## config.mk

```make
export PLATFORM = sky130hd
export DESIGN_NAME = tmr_timer0
export DESIGN_NICKNAME = d
export VERILOG_FILES = /design/src/tmr_pkg.sv /design/src/tmr_prescaler.sv /design/src/tmr_timer0.sv
export SDC_FILE = /design/constraint.sdc
export NUM_CORES = 1
export LEC_CHECK = 0
export BUFFER_PORTS_ARGS = -buffer_cell sky130_fd_sc_hd__clkbuf_2
export CORE_MARGIN = 2
export CORE_UTILIZATION = 60
export CTS_CLUSTER_DIAMETER = 120
export DETAILED_ROUTE_END_ITERATION = 8
export GPL_TIMING_DRIVEN = 0
export PLACE_DENSITY = 0.86
export SLEW_MARGIN = 20
export SYNTH_ARGS = -nofsm -noshare
export SYNTH_HDL_FRONTEND = slang
export SYNTH_SLANG_ARGS = --single-unit
export TNS_END_PERCENT = 30
```

## constraint.sdc

```tcl
create_clock -name sys_clk -period 5.2 [get_ports sys_clk]
set_input_delay 1.04 -clock sys_clk [delete_from_list [all_inputs] [get_ports sys_clk]]
set_output_delay 1.04 -clock sys_clk [all_outputs]
set_load 0.1 [all_outputs]
```

## src/tmr_pkg.sv

```systemverilog
// package for the timer0 block with the shared prescaler
package tmr_pkg;
   // register word offsets, byte addresses
   localparam logic [3:0] TMR_ADDR_COUNT = 4'h0;
   localparam logic [3:0] TMR_ADDR_OPTION = 4'h4;
   localparam logic [3:0] TMR_ADDR_INTCTL = 4'h8;
   localparam logic [3:0] TMR_ADDR_STATUS = 4'hC;
   localparam logic [3:0] TMR_ADDR_INT_EN = 4'h0;
   // extra registers
   localparam logic [4:0] TMR_ADDR_IRQ_STAT = 5'h10;
   localparam logic [4:0] TMR_ADDR_IRQ_EN = 5'h14;
   localparam logic [4:0] TMR_ADDR_IRQ_CLR = 5'h18;
   localparam logic [4:0] TMR_ADDR_WDT_CLR = 5'h1C;
   localparam logic [4:0] TMR_ADDR_CNT = 5'h00;
   localparam logic [4:0] TMR_ADDR_OPT = 5'h04;
   localparam logic [4:0] TMR_ADDR_ICTL = 5'h08;
   localparam logic [4:0] TMR_ADDR_WDT = 5'h0C;
   // option register fields
   localparam int TMR_OPT_CS = 5;
   localparam int TMR_OPT_SE = 4;
   localparam int TMR_OPT_PSA = 3;
   localparam int TMR_OPT_PS_LO = 0;
   // interrupt control field
   localparam int TMR_ICTL_OVF = 2;
   localparam int TMR_ICTL_OVF_EN = 5;
   // reset values
   localparam logic [7:0] TMR_OPT_RST = 8'hFF;
   localparam logic [7:0] TMR_ICTL_RST = 8'h00;
   localparam logic [7:0] TMR_CNT_RST = 8'h00;
   // instruction cycle is four phases
   localparam logic [1:0] TMR_PHASE_LAST = 2'h3;
   // irq event bits
   localparam int TMR_IRQ_OVF = 0;
   localparam int TMR_IRQ_WDT = 1;
   localparam int TMR_IRQ_W = 2;
   // watchdog count width
   localparam int TMR_WDT_W = 16;
   localparam logic [15:0] TMR_WDT_MAX = 16'hFFFF;

   typedef struct packed {
      logic [4:0] address;
      logic read;
      logic write;
      logic [31:0] writedata;
   } tmr_avreq_s;

   typedef struct packed {
      logic [31:0] readdata;
      logic waitrequest;
   } tmr_avrsp_s;
endpackage

```

## src/tmr_prescaler.sv

```systemverilog
// shared 8-bit prescaler, timer or watchdog side
`timescale 1ns/1ps
module tmr_prescaler
(
   // clock and reset
   input wire logic sys_clk,
   input wire logic rst_n,
   // control
   input wire logic clr,
   input wire logic tick,
   input wire logic [2:0] rate,
   input wire logic to_wdt,
   // output
   output logic out_tick
);
   import tmr_pkg::*;

   typedef struct packed {
      logic [7:0] cnt;
      logic out;
   } tmr_ps_s;

   tmr_ps_s st_ff;
   tmr_ps_s nxt_st;
   logic [7:0] mask;

   // one counter serves both sides, division mask from rate
   always_comb
   begin
      nxt_st = st_ff;
      nxt_st.out = 1'b0;
      mask = 8'hFF;
      if (to_wdt)
      begin
         mask = 8'(({1'b0, 8'h00} | 9'h001) << rate) - 8'h01;
      end
      else
      begin
         mask = 8'((9'h002 << rate) - 9'h001);
      end
      if (clr)
      begin
         nxt_st.cnt = 8'h00;
      end
      else if (tick)
      begin
         nxt_st.cnt = st_ff.cnt + 8'h01;
         if ((st_ff.cnt & mask) == mask)
         begin
            nxt_st.out = 1'b1;
         end
      end
   end

   // state register
   always_ff @(posedge sys_clk or negedge rst_n)
   begin
      if (!rst_n)
      begin
         st_ff <= '0;
      end
      else
      begin
         st_ff <= nxt_st;
      end
   end

   assign out_tick = st_ff.out;
endmodule

```

## src/tmr_timer0.sv

```systemverilog
// timer0 with shared prescaler, watchdog count and avalon register slave
//
// The implementer's own choices: register access over Avalon-MM and the register addresses.
`timescale 1ns/1ps
module tmr_timer0
(
   // clock and reset
   input wire logic sys_clk,
   input wire logic rst_n,
   // avalon-mm slave
   input wire logic [4:0] avs_address,
   input wire logic avs_read,
   input wire logic avs_write,
   input wire logic [31:0] avs_writedata,
   output logic [31:0] avs_readdata,
   output logic avs_waitrequest,
   // count pin and watchdog tick
   input wire logic timer_count_input,
   input wire logic wdt_base_tick,
   // outputs
   output logic wdt_timeout,
   output logic irq
);
   import tmr_pkg::*;

   typedef struct packed {
      logic [1:0] sync;
      logic pin_q;
      logic [1:0] phase;
      logic [7:0] timer_count;
      logic [7:0] option_control;
      logic [7:0] interrupt_control;
      logic [15:0] wdt_cnt;
      logic [1:0] irq_stat;
      logic [1:0] irq_en;
      logic [31:0] rdata;
      logic ack;
      logic wdt_to;
      logic irq;
   } tmr_st_s;

   tmr_st_s st_ff;
   tmr_st_s nxt_st;
   logic ps_out;
   logic ps_clr;
   logic ps_tick;
   logic src_edge;
   logic sample;
   logic to_wdt;
   logic acc;
   logic wr;
   logic rd;
   logic [7:0] wb;
   logic [1:0] ev;

   assign to_wdt = st_ff.option_control[TMR_OPT_PSA];
   assign acc = (avs_read | avs_write) & ~st_ff.ack;
   assign wr = avs_write & ~st_ff.ack;
   assign rd = avs_read & ~st_ff.ack;
   assign wb = avs_writedata[7:0];

   // pin sampled on phases two and four, edge chosen by edge select
   always_comb
   begin
      sample = st_ff.phase[0];
      src_edge = 1'b0;
      if (st_ff.option_control[TMR_OPT_SE])
      begin
         src_edge = st_ff.pin_q & ~st_ff.sync[1];
      end
      else
      begin
         src_edge = ~st_ff.pin_q & st_ff.sync[1];
      end
      src_edge = src_edge & sample;
      if (st_ff.option_control[TMR_OPT_CS])
      begin
         ps_tick = to_wdt ? wdt_base_tick : src_edge;
      end
      else
      begin
         ps_tick = to_wdt ? wdt_base_tick : (st_ff.phase == TMR_PHASE_LAST);
      end
   end

   // clear sources of the shared prescaler
   always_comb
   begin
      ps_clr = 1'b0;
      if (!to_wdt && wr && avs_address == TMR_ADDR_CNT)
      begin
         ps_clr = 1'b1;
      end
      if (to_wdt && wr && avs_address == TMR_ADDR_WDT_CLR)
      begin
         ps_clr = 1'b1;
      end
   end

   // shared prescaler, ratio may change any cycle
   tmr_prescaler u_ps
   (
      .sys_clk(sys_clk),
      .rst_n(rst_n),
      .clr(ps_clr),
      .tick(ps_tick),
      .rate(st_ff.option_control[TMR_OPT_PS_LO +: 3]),
      .to_wdt(to_wdt),
      .out_tick(ps_out)
   );

   // next state: counter, watchdog, registers, bus
   always_comb
   begin
      nxt_st = st_ff;
      ev = 2'b00;
      nxt_st.sync = {st_ff.sync[0], timer_count_input};
      nxt_st.phase = st_ff.phase + 2'h1;
      if (sample)
      begin
         nxt_st.pin_q = st_ff.sync[1];
      end
      // timer count: prescaler output, or the pin or internal clock directly
      if (!to_wdt && ps_out)
      begin
         nxt_st.timer_count = st_ff.timer_count + 8'h01;
         if (st_ff.timer_count == 8'hFF)
         begin
            ev[TMR_IRQ_OVF] = 1'b1;
         end
      end
      else if (to_wdt && (st_ff.option_control[TMR_OPT_CS] ? src_edge : (st_ff.phase == TMR_PHASE_LAST)))
      begin
         nxt_st.timer_count = st_ff.timer_count + 8'h01;
         if (st_ff.timer_count == 8'hFF)
         begin
            ev[TMR_IRQ_OVF] = 1'b1;
         end
      end
      // watchdog counts its base tick, postscaled only when the prescaler is assigned to it
      nxt_st.wdt_to = 1'b0;
      if (to_wdt ? ps_out : wdt_base_tick)
      begin
         nxt_st.wdt_cnt = st_ff.wdt_cnt + 16'h0001;
         if (st_ff.wdt_cnt == TMR_WDT_MAX)
         begin
            nxt_st.wdt_to = 1'b1;
            ev[TMR_IRQ_WDT] = 1'b1;
         end
      end
      // register writes
      if (wr)
      begin
         case (avs_address)
            TMR_ADDR_CNT: nxt_st.timer_count = wb;
            TMR_ADDR_OPT: nxt_st.option_control = wb;
            TMR_ADDR_ICTL: nxt_st.interrupt_control = wb;
            TMR_ADDR_WDT_CLR: nxt_st.wdt_cnt = '0;
            TMR_ADDR_IRQ_EN: nxt_st.irq_en = wb[1:0];
            TMR_ADDR_IRQ_CLR: nxt_st.irq_stat = st_ff.irq_stat & ~wb[1:0];
            default: nxt_st.irq_en = st_ff.irq_en;
         endcase
      end
      // set wins over clear
      if (ev[TMR_IRQ_OVF])
      begin
         nxt_st.interrupt_control[TMR_ICTL_OVF] = 1'b1;
      end
      nxt_st.irq_stat = nxt_st.irq_stat | ev;
      // read answer; prescaler count never exposed
      nxt_st.rdata = '0;
      if (rd)
      begin
         case (avs_address)
            TMR_ADDR_CNT: nxt_st.rdata = {24'h0, st_ff.timer_count};
            TMR_ADDR_OPT: nxt_st.rdata = {24'h0, st_ff.option_control};
            TMR_ADDR_ICTL: nxt_st.rdata = {24'h0, st_ff.interrupt_control};
            TMR_ADDR_IRQ_STAT: nxt_st.rdata = {30'h0, st_ff.irq_stat};
            TMR_ADDR_IRQ_EN: nxt_st.rdata = {30'h0, st_ff.irq_en};
            default: nxt_st.rdata = '0;
         endcase
      end
      nxt_st.ack = acc;
      nxt_st.irq = |(nxt_st.irq_stat & nxt_st.irq_en);
   end

   // state register
   always_ff @(posedge sys_clk or negedge rst_n)
   begin
      if (!rst_n)
      begin
         st_ff <= '0;
         st_ff.option_control <= TMR_OPT_RST;
         st_ff.interrupt_control <= TMR_ICTL_RST;
         st_ff.timer_count <= TMR_CNT_RST;
      end
      else
      begin
         st_ff <= nxt_st;
      end
   end

   // outputs straight from flops
   assign avs_readdata = st_ff.rdata;
   assign avs_waitrequest = ~st_ff.ack;
   assign wdt_timeout = st_ff.wdt_to;
   assign irq = st_ff.irq;
endmodule

```

### Word-level counts from Yosys, hierarchy flattened

Cells that the tools add are included.

* flip-flop bits (word level): 93
* latch bits: 0
* memories kept: 0
* output and inout bits: 35
* bits in read-only memories: 0
* RAM bits: 0
* logic and storage cells: 95

* shifts and indexed selects: 2
* multiplexer cells: 31
* equal/unequal tests: 10
* div/mod/pow operators: 0
* multipliers: 0
* $lt $le $gt $ge: 0
* bitwise operators: 15
* $add $sub $neg: 6
* reduce and logical (&&, ||, !) cells: 15

Operators with widths (number)
* 8-bit 2-to-1 mux: 8
* 44-bit 2-to-1 mux: 1
* 8-bit one-hot mux with 5 select lines: 1
* 16-bit 2-to-1 mux: 2
* 5-bit == test (second input constant): 4
* 16-bit by 1-bit adder with 16-bit output (second input constant): 1
* 8-bit by 1-bit adder with 8-bit output (second input constant): 2
* 16-bit == test (second input constant): 1
* 1-bit 2-to-1 mux: 16
* 8-bit by 1-bit subtractor with 8-bit output (second input constant): 2
* 9-bit 2-to-1 mux: 1
* 8-bit bitwise AND: 1
* 8-bit == test: 1
* 8-bit == test (second input constant): 1
* 1-bit by 3-bit << shifter with 8-bit output (first input constant): 1
* 2-bit by 3-bit << shifter with 8-bit output (first input constant): 1
* 1-bit bitwise AND: 6
* 1-bit logical AND: 6
* 2-bit AND reduction: 3
* 2-bit nonzero test: 3
* 5-bit by 3-bit == test with 1-bit output (second input constant): 1
* 5-bit by 4-bit == test with 1-bit output (second input constant): 1
* 5-bit zero test: 1
* 2-bit bitwise AND: 2
* other kinds (9): 12

### Depth between registers and ports, before layout

* depth after elaboration: 13
* mapped depth: 10
* gate-level depth less buffers: 9

### Modules after synthesis

From an unflattened synthesis, not the netlist that was laid out.

* cells, all modules: 368
* area, all modules: 3842.4 µm²

By module, submodules not included
* tmr_timer0: area an instance 3110.5 µm², sequential area each 1511.4 µm², instances 1, cells each 280
* tmr_prescaler: area an instance 732.0 µm², sequential area each 225.2 µm², instances 1, cells each 88

### Worst setup path after synthesis

Ideal clock, no wire load.

* kind: input port to flip-flop
* start: in avs_address[2]
* end: reg st_ff[72] in the netlist's numbering
* data arrival time: 2.417 ns
* data required time: 5.075 ns
* setup time: 0.125 ns
* buffers on the path: 2
* setup slack: 2.658 ns
* stages: 5
* path through: buf_6 or4_4 buf_6 nor3_4 mux2_2

RTL lines
* start, declared: line tmr_timer0.sv:11 `input wire logic [4:0] avs_address,`
* end signal, assigned: line tmr_timer0.sv:199 `st_ff <= nxt_st;`
* end, declared: line tmr_timer0.sv:42 `tmr_st_s st_ff;`

==> impl_metrics.env <==
export IMPL_synth_cells=391
export IMPL_clock_latency_ns=0.35
export IMPL_p_comb_share_pct=29.4
export IMPL_hp_class="reg2reg"
export IMPL_grt_max_degree=37
export IMPL_synth_edf_count=0
export IMPL_syn2layout_area_growth_pct=14.2
export IMPL_fin_nets=503
export IMPL_synthArstFlopShare_pct=100
export IMPL_worst_slack_ns=2.58
export IMPL_sequentialPowerShare_pct=43.7
export IMPL_grt_pass1_vias=2919
export IMPL_start_kind="flip-flop"
export IMPL_worstReg2RegStart="st_ff[63]"
export IMPL_crit_path_end_kind="flip-flop"
export IMPL_rsz0062_at_grt="no"
export IMPL_synthTopCellsByArea="dfrtp_1, buf_4, mux2_2"
export IMPL_ff2ff_path_depth=9
export IMPL_path_class="reg2reg"
export IMPL_yosysUniqueCellTypes=55
export IMPL_arrival_ns=2.85
export IMPL_n_antenna_cell=0
export IMPL_grt_pass1_wl_um=13500
export IMPL_min_period_ns=2.62
export IMPL_power_density_nw_per_um2=392
export IMPL_setup_viol=0
export IMPL_portBuffers=27
export IMPL_viasPerCell=5.55
export IMPL_r2r_end="u_ps.out_tick"
export IMPL_die_w_um=84.2
export IMPL_hold_viol_final=0
export IMPL_period_share_pct=50.4
export IMPL_dr_pass1_iters=4
export IMPL_required_ns=5.43
export IMPL_holdPathStages=0
export IMPL_io_pins=78
export IMPL_antenna_found_initial=0
export IMPL_synth_top_area_share_pct=39.5
export IMPL_gr_total_overflow=0
export IMPL_p_sw_share_pct=35.6
export IMPL_post_cts_buffers=0
export IMPL_clk_pin_slew_worst_paths_ns=0.08
export IMPL_drt_initial_drc_count=179
export IMPL_synth_main_ff_cell="dfrtp_1"
export IMPL_ys_ff_latch=69
export IMPL_fp_dieH_um=84.2
export IMPL_drive_gt1_share_pct=26.2
export IMPL_dp_hpwl_um=5630
export IMPL_num_rows=29
export IMPL_cts_htree_levels=3
export IMPL_ys_warn_count=0
export IMPL_wl_per_cell_um=14.5
export IMPL_maxCapViolCount=0
export IMPL_cts_buffers=9
export IMPL_max_freq_ghz=0.381
export IMPL_design_core_area_um2=6280
export IMPL_cts_resized_gates=0
export IMPL_intPower_w=0.00111
export IMPL_route_detailed_drc=0
export IMPL_num_vias=2971
export IMPL_place_gp_congestion=0.888
export IMPL_clockBufferDepth=2
export IMPL_p_leak_nw=2.07
export IMPL_initial_core_util_pct=61.6
export IMPL_holdPathEnd="st_ff[83]"
export IMPL_place_ws_ns=2.42
export IMPL_slew_headroom_pct=49.9
export IMPL_wl_um=7730
export IMPL_clock_skew_ns=0.0118
export IMPL_synth_seq_area_share_pct=44.9
export IMPL_tightest_slew_ns=0.749
export IMPL_cts_root_buffer="clkbuf_8"
export IMPL_final_core_util_pct=70.3
export IMPL_r2r_setup_slack_ns=2.58
export IMPL_clock_sinks=69
export IMPL_cts_tree="yes"
export IMPL_vdd_drop_max_mv=0.232
export IMPL_path_max_fanout=8
export IMPL_ant_nets=0
export IMPL_drv_slew=0
export IMPL_p_switching_w=0.000616
export IMPL_cts_hold_buf=0
export IMPL_clkPwrFrac_pct=27.0
export IMPL_min_from="nxt_st[83]"
export IMPL_setup_tns_ns=0
export IMPL_status="complete, no violations"
export IMPL_syn_area_um2=3860
export IMPL_synth_largest_area_cell="dfrtp_1"
export IMPL_syn_area_per_cell_um2=9.88
export IMPL_grtUsageTotal_pct=23.7
export IMPL_fp_dieArea_um2=7100
## worst max-delay path, stage by stage (launching register included)
cell      delay, ns
dfstp_2        0.57
inv_1          0.05
ha_1           0.26
clkbuf_1       0.29
nand2_1        0.11
ha_1           0.27
nor2b_1        0.17
a311oi_1       0.29
nand4_1        0.14
nor4_1         0.35
## power by group through the flow
| stage | sequential [W] | combinational (W) | clock (W) |
|---|---|---|---|
| CTS | 0.000754 | 0.000508 | 0.000474 |
| finish | 0.000756 | 0.000508 | 0.000467 |
| global route | 0.000772 | 0.000560 | 0.000495 |
| detailed placement | 0.000763 | 0.000506 | 0 |
| floorplan | 0.000743 | 0.000407 | 0 |
| global placement | 0.000755 | 0.000480 | 0 |
## Yosys cell counts (8+ instances only)
| library cell | n |
|---|---|
| mux2i_1 | 14 |
| o21ai_0 | 15 |
| nor2_1 | 45 |
| nand2_1 | 32 |
| nand3_1 | 8 |
| a21oi_1 | 20 |
| nand4_1 | 14 |
| inv_1 | 11 |
| dfrtp_1 | 61 |
| dfstp_2 | 8 |
| xor2_1 | 20 |
| mux2_2 | 21 |
| buf_4 | 32 |
## registers in the layout, summed over array words and instances (netlist names)
register / flops
irq: 1
nxt_st: 1
u_ps.st_ff: 8
wdt_timeout: 1
avs_readdata: 8
st_ff: 48
sample: 1
u_ps.out_tick: 1
## final cells by class
type                    instances  area [um^2]
clock inverters                 4         72.6
clock buffers                  12          135
flip-flops and latches         69         1740
fillers                       483         1870
well taps                      77         96.3
multi-input cells             290         1850
plain buffers                  44          319
repair buffers                 28          158
inverters                      11         41.3
## cells in the final DEF, fill, tap and decap left out, types with 4 or more instances in the layout
cell | Yosys | final
or3_1 | 6 | 6
dfrtp_1 | 61 | 61
ha_1 | 7 | 7
nand2_1 | 32 | 32
xnor2_1 | 4 | 4
nor3_1 | 7 | 7
clkbuf_1 | 5 | 8
o21ai_1 | 5 | 5
o22ai_1 | 6 | 6
xor2_1 | 20 | 20
clkbuf_2 | 0 | 26
nand4_1 | 14 | 14
mux2_2 | 21 | 21
nand3_1 | 8 | 8
inv_1 | 11 | 11
nor2b_1 | 4 | 4
buf_4 | 32 | 32
o21ai_0 | 15 | 15
buf_6 | 4 | 4
clkbuf_8 | 0 | 9
nor2_1 | 45 | 45
mux2i_1 | 14 | 14
dfstp_2 | 8 | 8
a21oi_1 | 20 | 20
conb_1 | 1 | 24
## through the flow
step / instance area [um^2] / hold WS [ns] / power, W / std cells
2_1_floorplan: 3950 / 0.331 / 0.00115 / 414
4_1_cts: 4410 / 0.352 / 0.00174 / 535
3_5_place_dp: 4200 / 0.336 / 0.00127 / 519
3_3_place_gp: 4180 / 0.335 / 0.00123 / 518
6_report: 4410 / 0.349 / 0.00173 / 535
5_1_grt: 4410 / 0.368 / 0.00183 / 535
## layer usage
layer,vias up,GRT usage [%],share of wire [%]
li1,1437,-,-
met1,1435,30.0,42
met2,76,39.2,50
met3,23,5.31,5.3
met4,0,9.97,2.7
met5,-,0,0
## cells by family after synthesis
logic type                 Yosys count  share of synthesized area [%]
muxes                               35                           9.75
AOI/OAI and AO/OA                   63                           10.3
other                                1                         0.0971
xor gates and xnor gates            24                           5.44
and+or+nand+nor                    137                           17.9
buffers and inverters               55                           9.33
adders and majority gates            7                           2.27
DFF                                 69                           44.9
## worst max path at each step
stage / to / slack (ns) / cells past startpoint / from
floorplan: st_ff[72] / 2.66 / 5 / avs_address[2]
global placement: st_ff[64] / 2.44 / 5 / avs_address[3]
detailed placement: st_ff[63] / 2.42 / 5 / avs_address[3]
CTS: u_ps.out_tick / 2.59 / 9 / st_ff[63]
global route: u_ps.out_tick / 2.36 / 9 / st_ff[63]
finish: u_ps.out_tick / 2.58 / 9 / st_ff[63]
(Power assumes the default switching activity.)
